File: src/inc/console_pkg.sv
// Purpose: Shared constants for the front panel console controller.
// Assumes: 14-bit memory address, 8-bit data, 16 operator switches.
// Notes:   Opcode value is the restart-to-zero instruction.
`default_nettype none
package console_pkg;
  localparam int          AddrWidth    = 14;
  localparam int          SwitchWidth  = 16;
  localparam int          DataWidth    = 8;
  localparam int          PortLsb      = 8;
  localparam int          PortWidth    = 7;
  localparam int          SenseLsb     = 8;
  localparam int          SyncStages   = 2;
  localparam logic [7:0]  RestartZero  = 8'h05;
  localparam logic [13:0] AddrReset    = 14'h0000;
  localparam logic [7:0]  PassReset    = 8'h00;
  typedef enum logic [1:0] {StepIdle, StepRun, StepDone} step_t;
endpackage
`default_nettype wire

File: src/core/front_panel_console.sv
// Purpose: Front panel console control: halt, manual access, interrupt,
//          sense and search functions for the processor card.
// Assumes: Processor status inputs are synchronous to clock.
// Notes:   Lamp multiplexing is outside this block.
`default_nettype none
// Summary of operation
// - Wait switch halts processor, console takes buses
// - Memory access key asserts access request
// - Load key copies switches to address
// - Drive address; show returned memory byte
// - Store key writes low switch byte
// - Up key increments, down key decrements address
// - Deposit on halt waits for stopped state
// - I/O port from switches 8 to 14
// - Output byte from switches 0 to 7
// - Store in I/O mode transfers, shows input
// - Interrupt key raises request, supplies switch byte
// - Reset injects restart zero, pulses reset out
// - Sense feeds switches 8-15 to inputs
// - Preset key loads pass counter, 1-256
// - Address match decrements pass counter
// - Zero count lights lamp, optional wait
// - Wait holds while switch set
// - Single step releases one machine cycle
// - Interrupt request cleared on interrupt cycle
module front_panel_console
  import console_pkg::*;
(
  input  wire logic                   clock,
  input  wire logic                   rst,
  input  wire logic [SwitchWidth-1:0] switchBank,
  input  wire logic                   waitSwitch,
  input  wire logic                   senseSwitch,
  input  wire logic                   searchWaitSwitch,
  input  wire logic                   memAccessKey,
  input  wire logic                   ioAccessKey,
  input  wire logic                   loadKey,
  input  wire logic                   store_key,
  input  wire logic                   addressUpKey,
  input  wire logic                   address_down_key,
  input  wire logic                   depositHaltKey,
  input  wire logic                   interruptKey,
  input  wire logic                   resetKey,
  input  wire logic                   countPresetKey,
  input  wire logic                   stepKey,
  input  wire logic                   ioInputSelect,
  input  wire logic                   haltAck,
  input  wire logic                   waitAck,
  input  wire logic                   interruptCycle,
  input  wire logic                   cycleStart,
  input  wire logic                   fetchCycle,
  input  wire logic                   cpuInputCycle,
  input  wire logic [AddrWidth-1:0]   cpuAddress,
  input  wire logic [DataWidth-1:0]   memReadData,
  input  wire logic [DataWidth-1:0]   ioReadData,
  output logic                        waitRequest,
  output logic                        busOwned,
  output logic                        accessRequest,
  output logic                        memAccessMode,
  output logic                        ioAccessMode,
  output logic [AddrWidth-1:0]        memAddress,
  output logic                        memWrite,
  output logic [DataWidth-1:0]        writeData,
  output logic [PortWidth-1:0]        ioPort,
  output logic                        ioWrite,
  output logic                        ioRead,
  output logic [DataWidth-1:0]        dataLamps,
  output logic                        interruptRequest,
  output logic [DataWidth-1:0]        injectData,
  output logic                        injectValid,
  output logic                        peripheralReset,
  output logic                        match_done_lamp
);
  localparam int NumKeys = 11;
  logic [NumKeys-1:0] keyRaw;
  logic [NumKeys-1:0] keyPress;
  logic [2:0]         swLevel;
  logic               pMem, pIo, pLoad, pStore, pUp, pDown;
  logic               pDepHalt, pIrq, pReset, pPreset, pStep;
  logic               waitOn, senseOn, searchWaitOn;
  logic [AddrWidth-1:0] addr_q;
  logic               depHaltPending_q;
  logic               resetInject_q;
  logic               searchDone;
  logic               searchHold_q;
  logic               stepping;
  step_t              step_q;

  assign keyRaw = {stepKey, countPresetKey, resetKey, interruptKey,
                   depositHaltKey, address_down_key, addressUpKey,
                   store_key, loadKey, ioAccessKey, memAccessKey};

  genvar k;
  generate
    for (k = 0; k < NumKeys; k++) begin : gKeys
      key_edge uKey (
        .clock (clock),
        .rst   (rst),
        .keyIn (keyRaw[k]),
        .level (),
        .press (keyPress[k])
      );
    end
    for (k = 0; k < 3; k++) begin : gSwitches
      key_edge uSw (
        .clock (clock),
        .rst   (rst),
        .keyIn (k == 0 ? waitSwitch :
                k == 1 ? senseSwitch : searchWaitSwitch),
        .level (swLevel[k]),
        .press ()
      );
    end
  endgenerate

  assign pMem         = keyPress[0];
  assign pIo          = keyPress[1];
  assign pLoad        = keyPress[2];
  assign pStore       = keyPress[3];
  assign pUp          = keyPress[4];
  assign pDown        = keyPress[5];
  assign pDepHalt     = keyPress[6];
  assign pIrq         = keyPress[7];
  assign pReset       = keyPress[8];
  assign pPreset      = keyPress[9];
  assign pStep        = keyPress[10];
  assign waitOn       = swLevel[0];
  assign senseOn      = swLevel[1];
  assign searchWaitOn = swLevel[2];

  pass_counter #(.Width(DataWidth)) uPass (
    .clock       (clock),
    .rst         (rst),
    .preset      (pPreset),
    .presetValue (switchBank[DataWidth-1:0]),
    .match       (fetchCycle && cycleStart && cpuAddress == addr_q),
    .done        (searchDone)
  );

  // Console address register.
  always_ff @(posedge clock) begin
    if (rst) begin
      addr_q <= AddrReset;
    end else if (pLoad) begin
      addr_q <= switchBank[AddrWidth-1:0];
    end else if (pUp) begin
      addr_q <= addr_q + AddrWidth'(1);
    end else if (pDown) begin
      addr_q <= addr_q - AddrWidth'(1);
    end
  end

  // Access mode selection; modes only live while waiting.
  always_ff @(posedge clock) begin
    if (rst || !waitOn) begin
      memAccessMode <= 1'b0;
      ioAccessMode  <= 1'b0;
      accessRequest <= 1'b0;
    end else if (pMem) begin
      memAccessMode <= 1'b1;
      ioAccessMode  <= 1'b0;
      accessRequest <= 1'b1;
    end else if (pIo) begin
      memAccessMode <= 1'b0;
      ioAccessMode  <= 1'b1;
      accessRequest <= 1'b1;
    end
  end

  // Search wait latch, held until a new preset or the switch drops.
  always_ff @(posedge clock) begin
    if (rst || pPreset || !searchWaitOn) begin
      searchHold_q <= 1'b0;
    end else if (searchDone) begin
      searchHold_q <= 1'b1;
    end
  end

  // Single step: release wait until the next machine cycle starts.
  always_ff @(posedge clock) begin
    if (rst) begin
      step_q <= StepIdle;
    end else begin
      unique case (step_q)
        StepIdle: if (pStep && waitRequest) step_q <= StepRun;
        StepRun:  if (cycleStart) step_q <= StepDone;
        StepDone: step_q <= StepIdle;
      endcase
    end
  end
  assign stepping = (step_q == StepRun);

  always_ff @(posedge clock) begin
    if (rst) begin
      waitRequest <= 1'b0;
      busOwned    <= 1'b0;
    end else begin
      waitRequest <= ((waitOn || searchHold_q) && !stepping)
                     || (step_q == StepDone);
      busOwned    <= waitOn && waitAck;
    end
  end

  // Deposit on halt.
  always_ff @(posedge clock) begin
    if (rst) begin
      depHaltPending_q <= 1'b0;
    end else if (pDepHalt) begin
      depHaltPending_q <= 1'b1;
    end else if (haltAck) begin
      depHaltPending_q <= 1'b0;
    end
  end

  // Manual memory and I/O strobes.
  always_ff @(posedge clock) begin
    if (rst) begin
      memAddress <= AddrReset;
      memWrite   <= 1'b0;
      writeData  <= '0;
      ioPort     <= '0;
      ioWrite    <= 1'b0;
      ioRead     <= 1'b0;
    end else begin
      memAddress <= addr_q;
      writeData  <= switchBank[DataWidth-1:0];
      ioPort     <= switchBank[PortLsb +: PortWidth];
      memWrite   <= (pStore && memAccessMode && busOwned)
                    || (depHaltPending_q && haltAck);
      ioWrite    <= pStore && ioAccessMode && busOwned
                    && !ioInputSelect;
      ioRead     <= pStore && ioAccessMode && busOwned
                    && ioInputSelect;
    end
  end

  // Data lamps show the returned byte.
  always_ff @(posedge clock) begin
    if (rst) begin
      dataLamps <= '0;
    end else if (ioAccessMode && ioRead) begin
      dataLamps <= ioReadData;
    end else if (memAccessMode) begin
      dataLamps <= memReadData;
    end
  end

  // Interrupt and reset injection; set wins over clear.
  always_ff @(posedge clock) begin
    if (rst) begin
      interruptRequest <= 1'b0;
      resetInject_q    <= 1'b0;
    end else if (pIrq || pReset) begin
      interruptRequest <= 1'b1;
      resetInject_q    <= pReset;
    end else if (interruptCycle) begin
      interruptRequest <= 1'b0;
    end
  end

  // Injected data: interrupt instruction or sense data.
  always_ff @(posedge clock) begin
    if (rst) begin
      injectData  <= '0;
      injectValid <= 1'b0;
    end else if (interruptCycle) begin
      injectData  <= resetInject_q ? RestartZero
                     : switchBank[DataWidth-1:0];
      injectValid <= 1'b1;
    end else if (senseOn && cpuInputCycle) begin
      injectData  <= switchBank[SenseLsb +: DataWidth];
      injectValid <= 1'b1;
    end else begin
      injectValid <= 1'b0;
    end
  end

  always_ff @(posedge clock) begin
    if (rst) begin
      peripheralReset <= 1'b0;
      match_done_lamp <= 1'b0;
    end else begin
      peripheralReset <= pReset;
      match_done_lamp <= searchDone;
    end
  end
endmodule
`default_nettype wire

File: src/core/key_edge.sv
// Purpose: Synchronise one operator key and pulse once per press.
// Assumes: Key is a level, high while pressed.
// Notes:   First stage feeds only the second stage.
`default_nettype none
module key_edge (
  input  wire logic clock,
  input  wire logic rst,
  input  wire logic keyIn,
  output logic      level,
  output logic      press
);
  logic meta_q;
  logic sync_q;
  logic last_q;

  always_ff @(posedge clock) begin
    if (rst) begin
      meta_q <= 1'b0;
      sync_q <= 1'b0;
      last_q <= 1'b0;
      press  <= 1'b0;
    end else begin
      meta_q <= keyIn;
      sync_q <= meta_q;
      last_q <= sync_q;
      press  <= sync_q & ~last_q;
    end
  end

  assign level = sync_q;
endmodule
`default_nettype wire

File: src/core/pass_counter.sv
// Purpose: Pass counter for search operation.
// Assumes: Preset value 0 means 256 passes.
// Notes:   Done stays set until a new preset.
`default_nettype none
module pass_counter #(
  parameter int Width = 8
) (
  input  wire logic             clock,
  input  wire logic             rst,
  input  wire logic             preset,
  input  wire logic [Width-1:0] presetValue,
  input  wire logic             match,
  output logic                  done
);
  logic [Width:0] count_q;

  always_ff @(posedge clock) begin
    if (rst) begin
      count_q <= '0;
      done    <= 1'b0;
    end else if (preset) begin
      // Zero preset gives the full count of 2**Width passes.
      count_q <= (presetValue == '0) ? {1'b1, {Width{1'b0}}}
                                     : {1'b0, presetValue};
      done    <= 1'b0;
    end else if (match && count_q != '0) begin
      count_q <= count_q - {{Width{1'b0}}, 1'b1};
      if (count_q == {{Width{1'b0}}, 1'b1}) begin
        done <= 1'b1;
      end
    end
  end
endmodule
`default_nettype wire

File: config.mk
export PLATFORM = sky130hd
export DESIGN_NAME = front_panel_console
export DESIGN_NICKNAME = d
export VERILOG_FILES = /design/src/inc/console_pkg.sv /design/src/core/front_panel_console.sv /design/src/core/key_edge.sv /design/src/core/pass_counter.sv
export SDC_FILE = /design/constraint.sdc
export NUM_CORES = 1
export LEC_CHECK = 0
export BUFFER_PORTS_ARGS = -buffer_cell sky130_fd_sc_hd__clkbuf_2
export CELL_PAD_IN_SITES_DETAIL_PLACEMENT = 0
export CELL_PAD_IN_SITES_GLOBAL_PLACEMENT = 1
export CORE_MARGIN = 4
export CORE_UTILIZATION = 41
export DETAILED_ROUTE_END_ITERATION = 8
export PLACE_DENSITY = 0.76
export RECOVER_POWER = 25
export SETUP_SLACK_MARGIN = 0.05
export SYNTH_ARGS = -nofsm -noshare
export SYNTH_HDL_FRONTEND = slang
export SYNTH_HIERARCHICAL = 1
export SYNTH_SLANG_ARGS = --single-unit
File: constraint.sdc
create_clock -name clock -period 3 [get_ports clock]
set_clock_uncertainty 0.05 [all_clocks]
set_input_delay 0.45 -clock clock [delete_from_list [all_inputs] [get_ports clock]]
set_output_delay 0.45 -clock clock [all_outputs]
set_load 0.005 [all_outputs]
==> results of run 1 <==
==> stage by stage <==
step,utilization,power (mW),worst slack [ns]
floorplan,-,2.38,0.349
global placement,0.481,2.57,0.354
detailed placement,0.481,2.59,0.197
CTS,0.530,4.89,0.370
global route,0.527,5.04,0.124
finish,0.527,4.84,0.335
==> area by class of cell <==
type,count,area share
clock buffer,19,0.0648
clock inverter,11,0.0279
inverter,22,0.0118
multi-input combinational,387,0.378
sequential,136,0.390
tap,176,0.0315
timing repair buffer,130,0.0965
==> path summary, 6_finish.rpt <==
check | endpoint | slack, ns | cells past startpoint
min reg2reg | gKeys[6].uKey/press$_SDFF_PP0_ | 0.34 | 1
max reg2reg | uPass/count_q[7]$_SDFFE_PP0P_ | 0.34 | 8
min | ioWrite$_SDFF_PP0_ | 0.17 | 2
max | uPass/count_q[7]$_SDFFE_PP0P_ | 0.34 | 8
==> sequential cells by signal (all words and copies together), names as in the netlist, 9 cells and up <==
signal and count:
addr_q 14, gKeys.uKey/last_q 11, gKeys.uKey/level 11, gKeys.uKey/meta_q 11, gKeys.uKey/press 11, memAddress 14
uPass/count_q 9
==> metal layers <==
| metal | track usage | share of wire | routed length, µm | vias to the layer above |
|---|---|---|---|---|
| met4 | 0.0587 | 0.013 | 173 | 0 |
| met2 | 0.308 | 0.49 | 6770 | 99 |
| met5 | 0 | 0 | 0 | - |
| met3 | 0.0523 | 0.047 | 648 | 15 |
| li1 | - | - | - | 2248 |
| met1 | 0.220 | 0.45 | 6100 | 2097 |
==> worst register-to-register path, cell delays in order, from the launching register on <==
cell and delay (ns):
dfxtp_1 0.34, xor2_1 0.17, nor4_1 0.27, nand4_1 0.13, nor3_1 0.41, or3b_2 0.53, a211oi_2 0.25, a211oi_1 0.12
nor4_1 0.28
==> cells in the final DEF (no fill, tap or decap), drive strengths merged, types with 7 or more instances in the layout <==
cell and count:
nand2 31, or3 8, clkbuf 144, o21ai 7
o21a 7, xor2 8, dfxtp 136, mux2i 10
inv 24, nor3b 11, a21oi 31, nor3 16
a311oi 9, xnor2 13, ha 19, nor2b 67
nor2 60, a211oi 20
==> power by group through the flow <==
stage	clock [mW]	combinational, mW	sequential [mW]
3_5_place_dp	0	0.603	1.99
5_1_grt	2.41	0.672	1.96
3_3_place_gp	0	0.587	1.99
2_1_floorplan	0	0.407	1.97
6_report	2.29	0.601	1.95
4_1_cts	2.33	0.608	1.95
==> results.toml, run 1 <==
[route]
vias = 4459
drtIter0Drc = 328
wl_mm = 13.7
drc = 0
wl_per_cell_um = 15.5
ant_nets = 0
drtPass1Iterations = 4
viasPerCell = 5.06

[floorplanning]
initial_utilization = 0.420
coreArea_um2 = 13200
die_w_um = 124
rows = 42
die-area_um2 = 15500
num_io_pins = 126
die_y_um = 124

[logic_synthesis]
syn-cell-area_um2 = 5560
ys.warnings.count = 6
synth.avg_cell_area_um2 = 9.82
syn-num-nets = 655
synthCells = 566

[clocking]
cts_buffer_depth = 2
clockRootBuffer = "clkbuf_16"
cts.sinks = 136
post_cts_buffers = 0
numCtsBuffers = 17
htreeDepth = 4
clk_pin_slew_ns = 0.06
clock_latency_ns = 0.43
tritoncts = "built"
cts_resized = 0
ctsHoldBuffers = 0

[place]
post-place-cells = 851
gp_congestion = 0.875
port-buffer-count = 125
dp_hpwl_mm = 9.99
place_area_um2 = 6380

[power]
leakagePower_nw = 2.95
p_sw_mw = 1.16
p_sw_frac = 0.240
combinationalPowerShare = 0.124
clock_power_share = 0.473
peakVddDrop_mv = 0.498
p_int_mw = 3.68
powerDensity_nw_per_um2 = 692
seqPwrFrac = 0.403

[sta]
fin_crit_sh = 0.888
layout_min_cycle_time_ns = 2.66
maxSlewViolCount = 0
fmax_mhz = 375
rsz0062_at_grt = "no"
final_hold_viol_count = 0
fin_tns_setup_ns = 0
relSlewSlack = 0.0772
whs_ns = 0.165
setup_viol = 0
tightestPinTransition_ns = 1.38

[layout]
stdcell_area_um2 = 6990
instances_no_fill = 881
layout-drive-gt1-share = 0.260
seqCellArea_um2 = 2720
multi_input_area_um2 = 2640
layout.nets = 783
fillerInstances = 1298
area_delta_synth_final_pct = 25.7
antenna_cells = 0

[global_route]
grt_overflow = 0
grt_pass1_vias = 4543
grt_max_degree = 73
antenna_found_initial = 0
grt_pass1_wl_mm = 22.5
grt_use_total = 0.181

[setup_path]
worstSetupPathType = "flip-flop to flip-flop"
r2r_start = "addr_q[7]$_SDFFE_PP0P_"
critical_path_required_ns = 3.27
crit_path_frequent_cell = "nor4_1"
crit_chain = "xor2_1 > nor4_1 > nand4_1 > nor3_1 > or3b_2 > a211oi_2 > a211oi_1 > nor4_1"
crit_path_end_kind = "flip-flop"
cp.arrival_ns = 2.93
critPathBufInv = 0
slowest_stage = "or3b_2"
max_stage_delay_ns = 0.53
critPathTopFamily = "simple AND/OR/NAND/NOR gates"
cp-start-kind = "flip-flop"
cp_max_fo = 4
worstSetupStartpoint = "addr_q[7]$_SDFFE_PP0P_"

[hold_path]
hold_path_class = "input pin to flip-flop"
min_from = "ioInputSelect"

[run]
drv_cap = 0

[outcome]
status = "completed"
No activity file was read; power rests on OpenSTA's default activity.
==> run 2, diff against run 1 <==
Settings changed: CELL_PAD_IN_SITES_DETAIL_PLACEMENT 0 to 2, CELL_PAD_IN_SITES_GLOBAL_PLACEMENT 1 to 2, CORE_UTILIZATION 41 to 33, PLACE_DENSITY 0.76 to default, PLACE_DENSITY_LB_ADDON from default to 0.1.
==> results.toml, run 2 (same netlist as run 1, synthesis figures left out) <==
[layout]
fillerInstances = 1783
multi_input_area_um2 = 2640
antenna_cells = 0
layout-drive-gt1-share = 0.260
reg_top3 = "addr_q: 14 flops, memAddress: 14 flops"
layout.nets = 784
final_cell_mix = "dfxtp_1, clkbuf_2, nor2b_1, nor2_1, nand2_1"
final_common_cell = "dfxtp_1"
seqCellArea_um2 = 2720
area_delta_synth_final_pct = 26.7
stdcell_area_um2 = 7040
instances_no_fill = 928

[clocking]
clock_latency_ns = 0.42
post_cts_buffers = 0
ctsHoldBuffers = 0
tritoncts = "built"
cts_buffer_depth = 2
clk_pin_slew_ns = 0.06
clockRootBuffer = "clkbuf_16"
cts_resized = 0
numCtsBuffers = 17
htreeDepth = 4
cts.sinks = 136

[route]
vias = 4612
drtPass1Iterations = 4
wl_mm = 17.3
drc = 0
wl_per_cell_um = 18.6
drtIter0Drc = 185
viasPerCell = 4.97
ant_nets = 0

[run]
drv_cap = 1

[place]
dp_hpwl_mm = 12.6
post-place-cells = 896
port-buffer-count = 125
gp_congestion = 0.833
place_area_um2 = 6440

[power]
powerDensity_nw_per_um2 = 686
peakVddDrop_mv = 0.411
leakagePower_nw = 2.93

[sta]
fmax_mhz = 373
final_hold_viol_count = 0
rsz0062_at_grt = "no"
fin_tns_setup_ns = 0
maxSlewViolCount = 53
layout_min_cycle_time_ns = 2.68
tightestPinTransition_ns = 2.48
relSlewSlack = -0.654
setup_viol = 0
fin_crit_sh = 0.893

[floorplanning]
rows = 47
coreArea_um2 = 16500
num_io_pins = 126
initial_utilization = 0.336
die-area_um2 = 19000
die_w_um = 138
die_y_um = 138

[setup_path]
cp-start-kind = "flip-flop"
crit_path_end_kind = "flip-flop"
worstSetupPathType = "flip-flop to flip-flop"
cp.arrival_ns = 2.82
cp_max_fo = 4
critical_path_required_ns = 3.14

[outcome]
status = "finished, violations left"
violations = "max-capacitance violations, max-slew violations"

[global_route]
grt_util_met1 = 0.233
grt_use_met3 = 0.0449
grt_use_total = 0.190
antenna_found_initial = 0
grt.busiest_layer = "met2"
gr-usage-met2 = 0.330
grt_pass1_wl_mm = 27.5
grt_max_degree = 54
grt_pass1_vias = 5101
grt_overflow = 0

[hold_path]
hold_path_class = "input pin to flip-flop"
-- run 2: routing by layer --
metal | vias up | part of all wire | wire, µm
met5 | - | 0 | 0
met4 | 0 | 0.014 | 244
met3 | 19 | 0.048 | 830
met2 | 103 | 0.50 | 8570
met1 | 2247 | 0.44 | 7660
li1 | 2243 | - | -
-- run 2: stage by stage --
stage | utilization | setup WS, ns | hold WS, ns | total power [mW]
final | 0.426 | 0.320 | 0.153 | 4.83
after global routing | 0.426 | 0.0869 | 0.143 | 5.07
after floorplan | - | 0.349 | 0.337 | 2.38
after global placement | 0.390 | 0.358 | 0.343 | 2.59
after CTS | 0.428 | 0.342 | 0.143 | 4.90
after detailed placement | 0.390 | 0.180 | 0.346 | 2.62
-- run 2: cell type report --
class / instances / area share
Clock buffer: 22 / 0.0674
Clock inverter: 10 / 0.0236
Inverter: 22 / 0.0117
Multi-Input combinational cell: 387 / 0.375
Sequential cell: 136 / 0.387
Tap cell: 220 / 0.0391
Timing Repair Buffer: 131 / 0.0969
-- run 2: worst max-delay path, stage by stage (launching register included) --
cell,delay [ns]
dfxtp_1,0.34
xor2_1,0.17
nor4_1,0.32
nand4_1,0.16
nor3_1,0.28
or3b_2,0.52
a211oi_2,0.30
and4_1,0.25
nor4_1,0.05
-- run 2: power breakdown --
part	internal [mW]	switching, mW	leakage, nW
logic	0.275	0.354	1.52
clock network	1.46	0.787	0.295
registers	1.89	0.0646	1.11
total	3.63	1.21	2.93
-- run 2: worst paths after layout --
kind,start,endpoint,slack [ns],cells past startpoint
worst max-delay path,addr_q[7]$_SDFFE_PP0P_,uPass/count_q[7]$_SDFFE_PP0P_,0.32,8
worst min-delay path,ioInputSelect,ioWrite$_SDFF_PP0_,0.15,2
worst max register to register,addr_q[7]$_SDFFE_PP0P_,uPass/count_q[7]$_SDFFE_PP0P_,0.32,8
worst min register to register,gKeys[0].uKey/last_q$_SDFF_PP0_,gKeys[0].uKey/press$_SDFF_PP0_,0.34,1
==> run 3, diff against run 2 <==
--- a/config.mk
+++ b/config.mk
@@ -10,5 +10,5 @@
 export CELL_PAD_IN_SITES_GLOBAL_PLACEMENT = 2
 export CORE_MARGIN = 4
-export CORE_UTILIZATION = 33
+export CORE_UTILIZATION = 36
 export DETAILED_ROUTE_END_ITERATION = 8
 export PLACE_DENSITY_LB_ADDON = 0.1
==> constraint.sdc (replaced) <==
create_clock -name clock -period 3.15 [get_ports clock]
set_clock_uncertainty 0.05 [all_clocks]
set_input_delay 0.4725 -clock clock [delete_from_list [all_inputs] [get_ports clock]]
set_output_delay 0.4725 -clock clock [all_outputs]
set_load 0.1 [all_outputs]
==> results.toml, run 3 (same netlist as run 1, synthesis figures left out) <==
[clocking]
numCtsBuffers = 17
post_cts_buffers = 0
cts.sinks = 136
cts_buffer_depth = 2
cts_resized = 0
ctsHoldBuffers = 0
tritoncts = "built"
clockRootBuffer = "clkbuf_16"
htreeDepth = 4
clk_pin_slew_ns = 0.06
clock_latency_ns = 0.42

[place]
post-place-cells = 866
gp_congestion = 0.886
port-buffer-count = 125
dp_hpwl_mm = 12.6

[route]
wl_per_cell_um = 19.6
wl_mm = 17.6
viasPerCell = 5.23
drtPass1Iterations = 4
ant_nets = 0
vias = 4697
drc = 0
drtIter0Drc = 210

[global_route]
grt_use_total = 0.204
grt_overflow = 0
grt_pass1_vias = 5120
grt_pass1_wl_mm = 28.4
antenna_found_initial = 0
grt_max_degree = 51

[floorplanning]
num_io_pins = 126
initial_utilization = 0.367
die_y_um = 132
die-area_um2 = 17500
die_w_um = 132
coreArea_um2 = 15100
rows = 45

[layout]
instances_no_fill = 898
layout.nets = 786
antenna_cells = 0
reg_top3 = "addr_q: 14 flops, memAddress: 14 flops"
layout-drive-gt1-share = 0.266
area_delta_synth_final_pct = 26.2
final_cell_mix = "dfxtp_1, clkbuf_2, nor2b_1, nor2_1, nand2_1"
final_common_cell = "dfxtp_1"

[sta]
layout_min_cycle_time_ns = 2.58
fmax_mhz = 388
fin_crit_sh = 0.818
whs_ns = 0.184
relSlewSlack = 0.103
rsz0062_at_grt = "no"
fin_tns_setup_ns = 0
tightestPinTransition_ns = 1.35
setup_viol = 0
maxSlewViolCount = 0
final_hold_viol_count = 0

[power]
leakagePower_nw = 2.94
power.total_mw = 4.82
peakVddDrop_mv = 0.381
clock_power_share = 0.444
combinationalPowerShare = 0.170
p_sw_mw = 1.41
p_sw_frac = 0.293
p_int_mw = 3.41
powerDensity_nw_per_um2 = 687
seqPwrFrac = 0.386

[setup_path]
worstSetupPathType = "flip-flop to flip-flop"
reg2reg_depth = 8
critical_path_required_ns = 3.41
crit_path_frequent_cell = "nor4_1"
slowest_stage = "or3b_2"
critPathTopFamily = "simple AND/OR/NAND/NOR gates"
crit_path_end_kind = "flip-flop"
max_stage_delay_ns = 0.52
cp_max_fo = 4
crit_chain = "xor2_1 > nor4_1 > nand4_1 > nor3_1 > or3b_2 > a211oi_2 > a211oi_1 > nor4_1"
critPathBufInv = 0
cp.arrival_ns = 2.84
cp-start-kind = "flip-flop"
cp.depth = 8

[run]
drv_cap = 0

[hold_path]
hold_path_class = "input pin to flip-flop"
min_path_cells = 2

[outcome]
status = "completed"
## run 3: cell types whose count changed in the layout (fill, tap and decap cells not counted)
cell,previous run,this run
clkinvlp_4,5,2
inv_6,1,2
clkbuf_1,3,4
clkbuf_2,124,123
inv_8,0,1
nor3b_2,4,8
buf_12,1,0
buf_4,5,6
nor3b_1,7,3
clkbuf_8,3,4
clkinv_4,0,3
bufinv_16,4,3
## run 3: path summary, 6_finish.rpt
path,slack (ns),to,from
max,0.57,uPass/count_q[7]$_SDFFE_PP0P_,addr_q[7]$_SDFFE_PP0P_
min,0.18,ioWrite$_SDFF_PP0_,ioInputSelect
max reg2reg,0.57,uPass/count_q[7]$_SDFFE_PP0P_,addr_q[7]$_SDFFE_PP0P_
min reg2reg,0.35,gKeys[3].uKey/press$_SDFF_PP0_,gKeys[3].uKey/last_q$_SDFF_PP0_
## run 3: final cells by class
class	instances	area, µm²
Multi-Input combinational cell	387	2660
Inverter	22	82.6
Fill cell	1622	8130
Timing Repair Buffer	133	676
Clock buffer	21	480
Sequential cell	136	2720
Tap cell	188	235
Clock inverter	11	160
## run 3: metal layers
metal,global-route usage,routed length [µm],vias up
li1,-,-,2252
met1,0.249,7800,2341
met2,0.361,8900,91
met3,0.0435,682,13
met4,0.0647,210,0
met5,0,0,-
## run 3: per-stage QoR
step / utilization / setup slack (ns) / area [µm²]
3_5_place_dp: 0.423 / 0.406 / 6400
5_1_grt: 0.463 / 0.349 / 7010
2_1_floorplan: - / 0.477 / 5560
3_3_place_gp: 0.423 / 0.493 / 6400
4_1_cts: 0.465 / 0.540 / 7040
6_report: 0.463 / 0.574 / 7010
## run 3: power groups by stage
stage	Clock [mW]	Sequential [mW]	Combinational, mW
floorplan	0	2.09	0.387
CTS	2.18	1.86	0.826
detailed placement	0	1.90	0.813
global placement	0	1.89	0.785
finish	2.14	1.86	0.817
global route	2.27	1.87	0.887
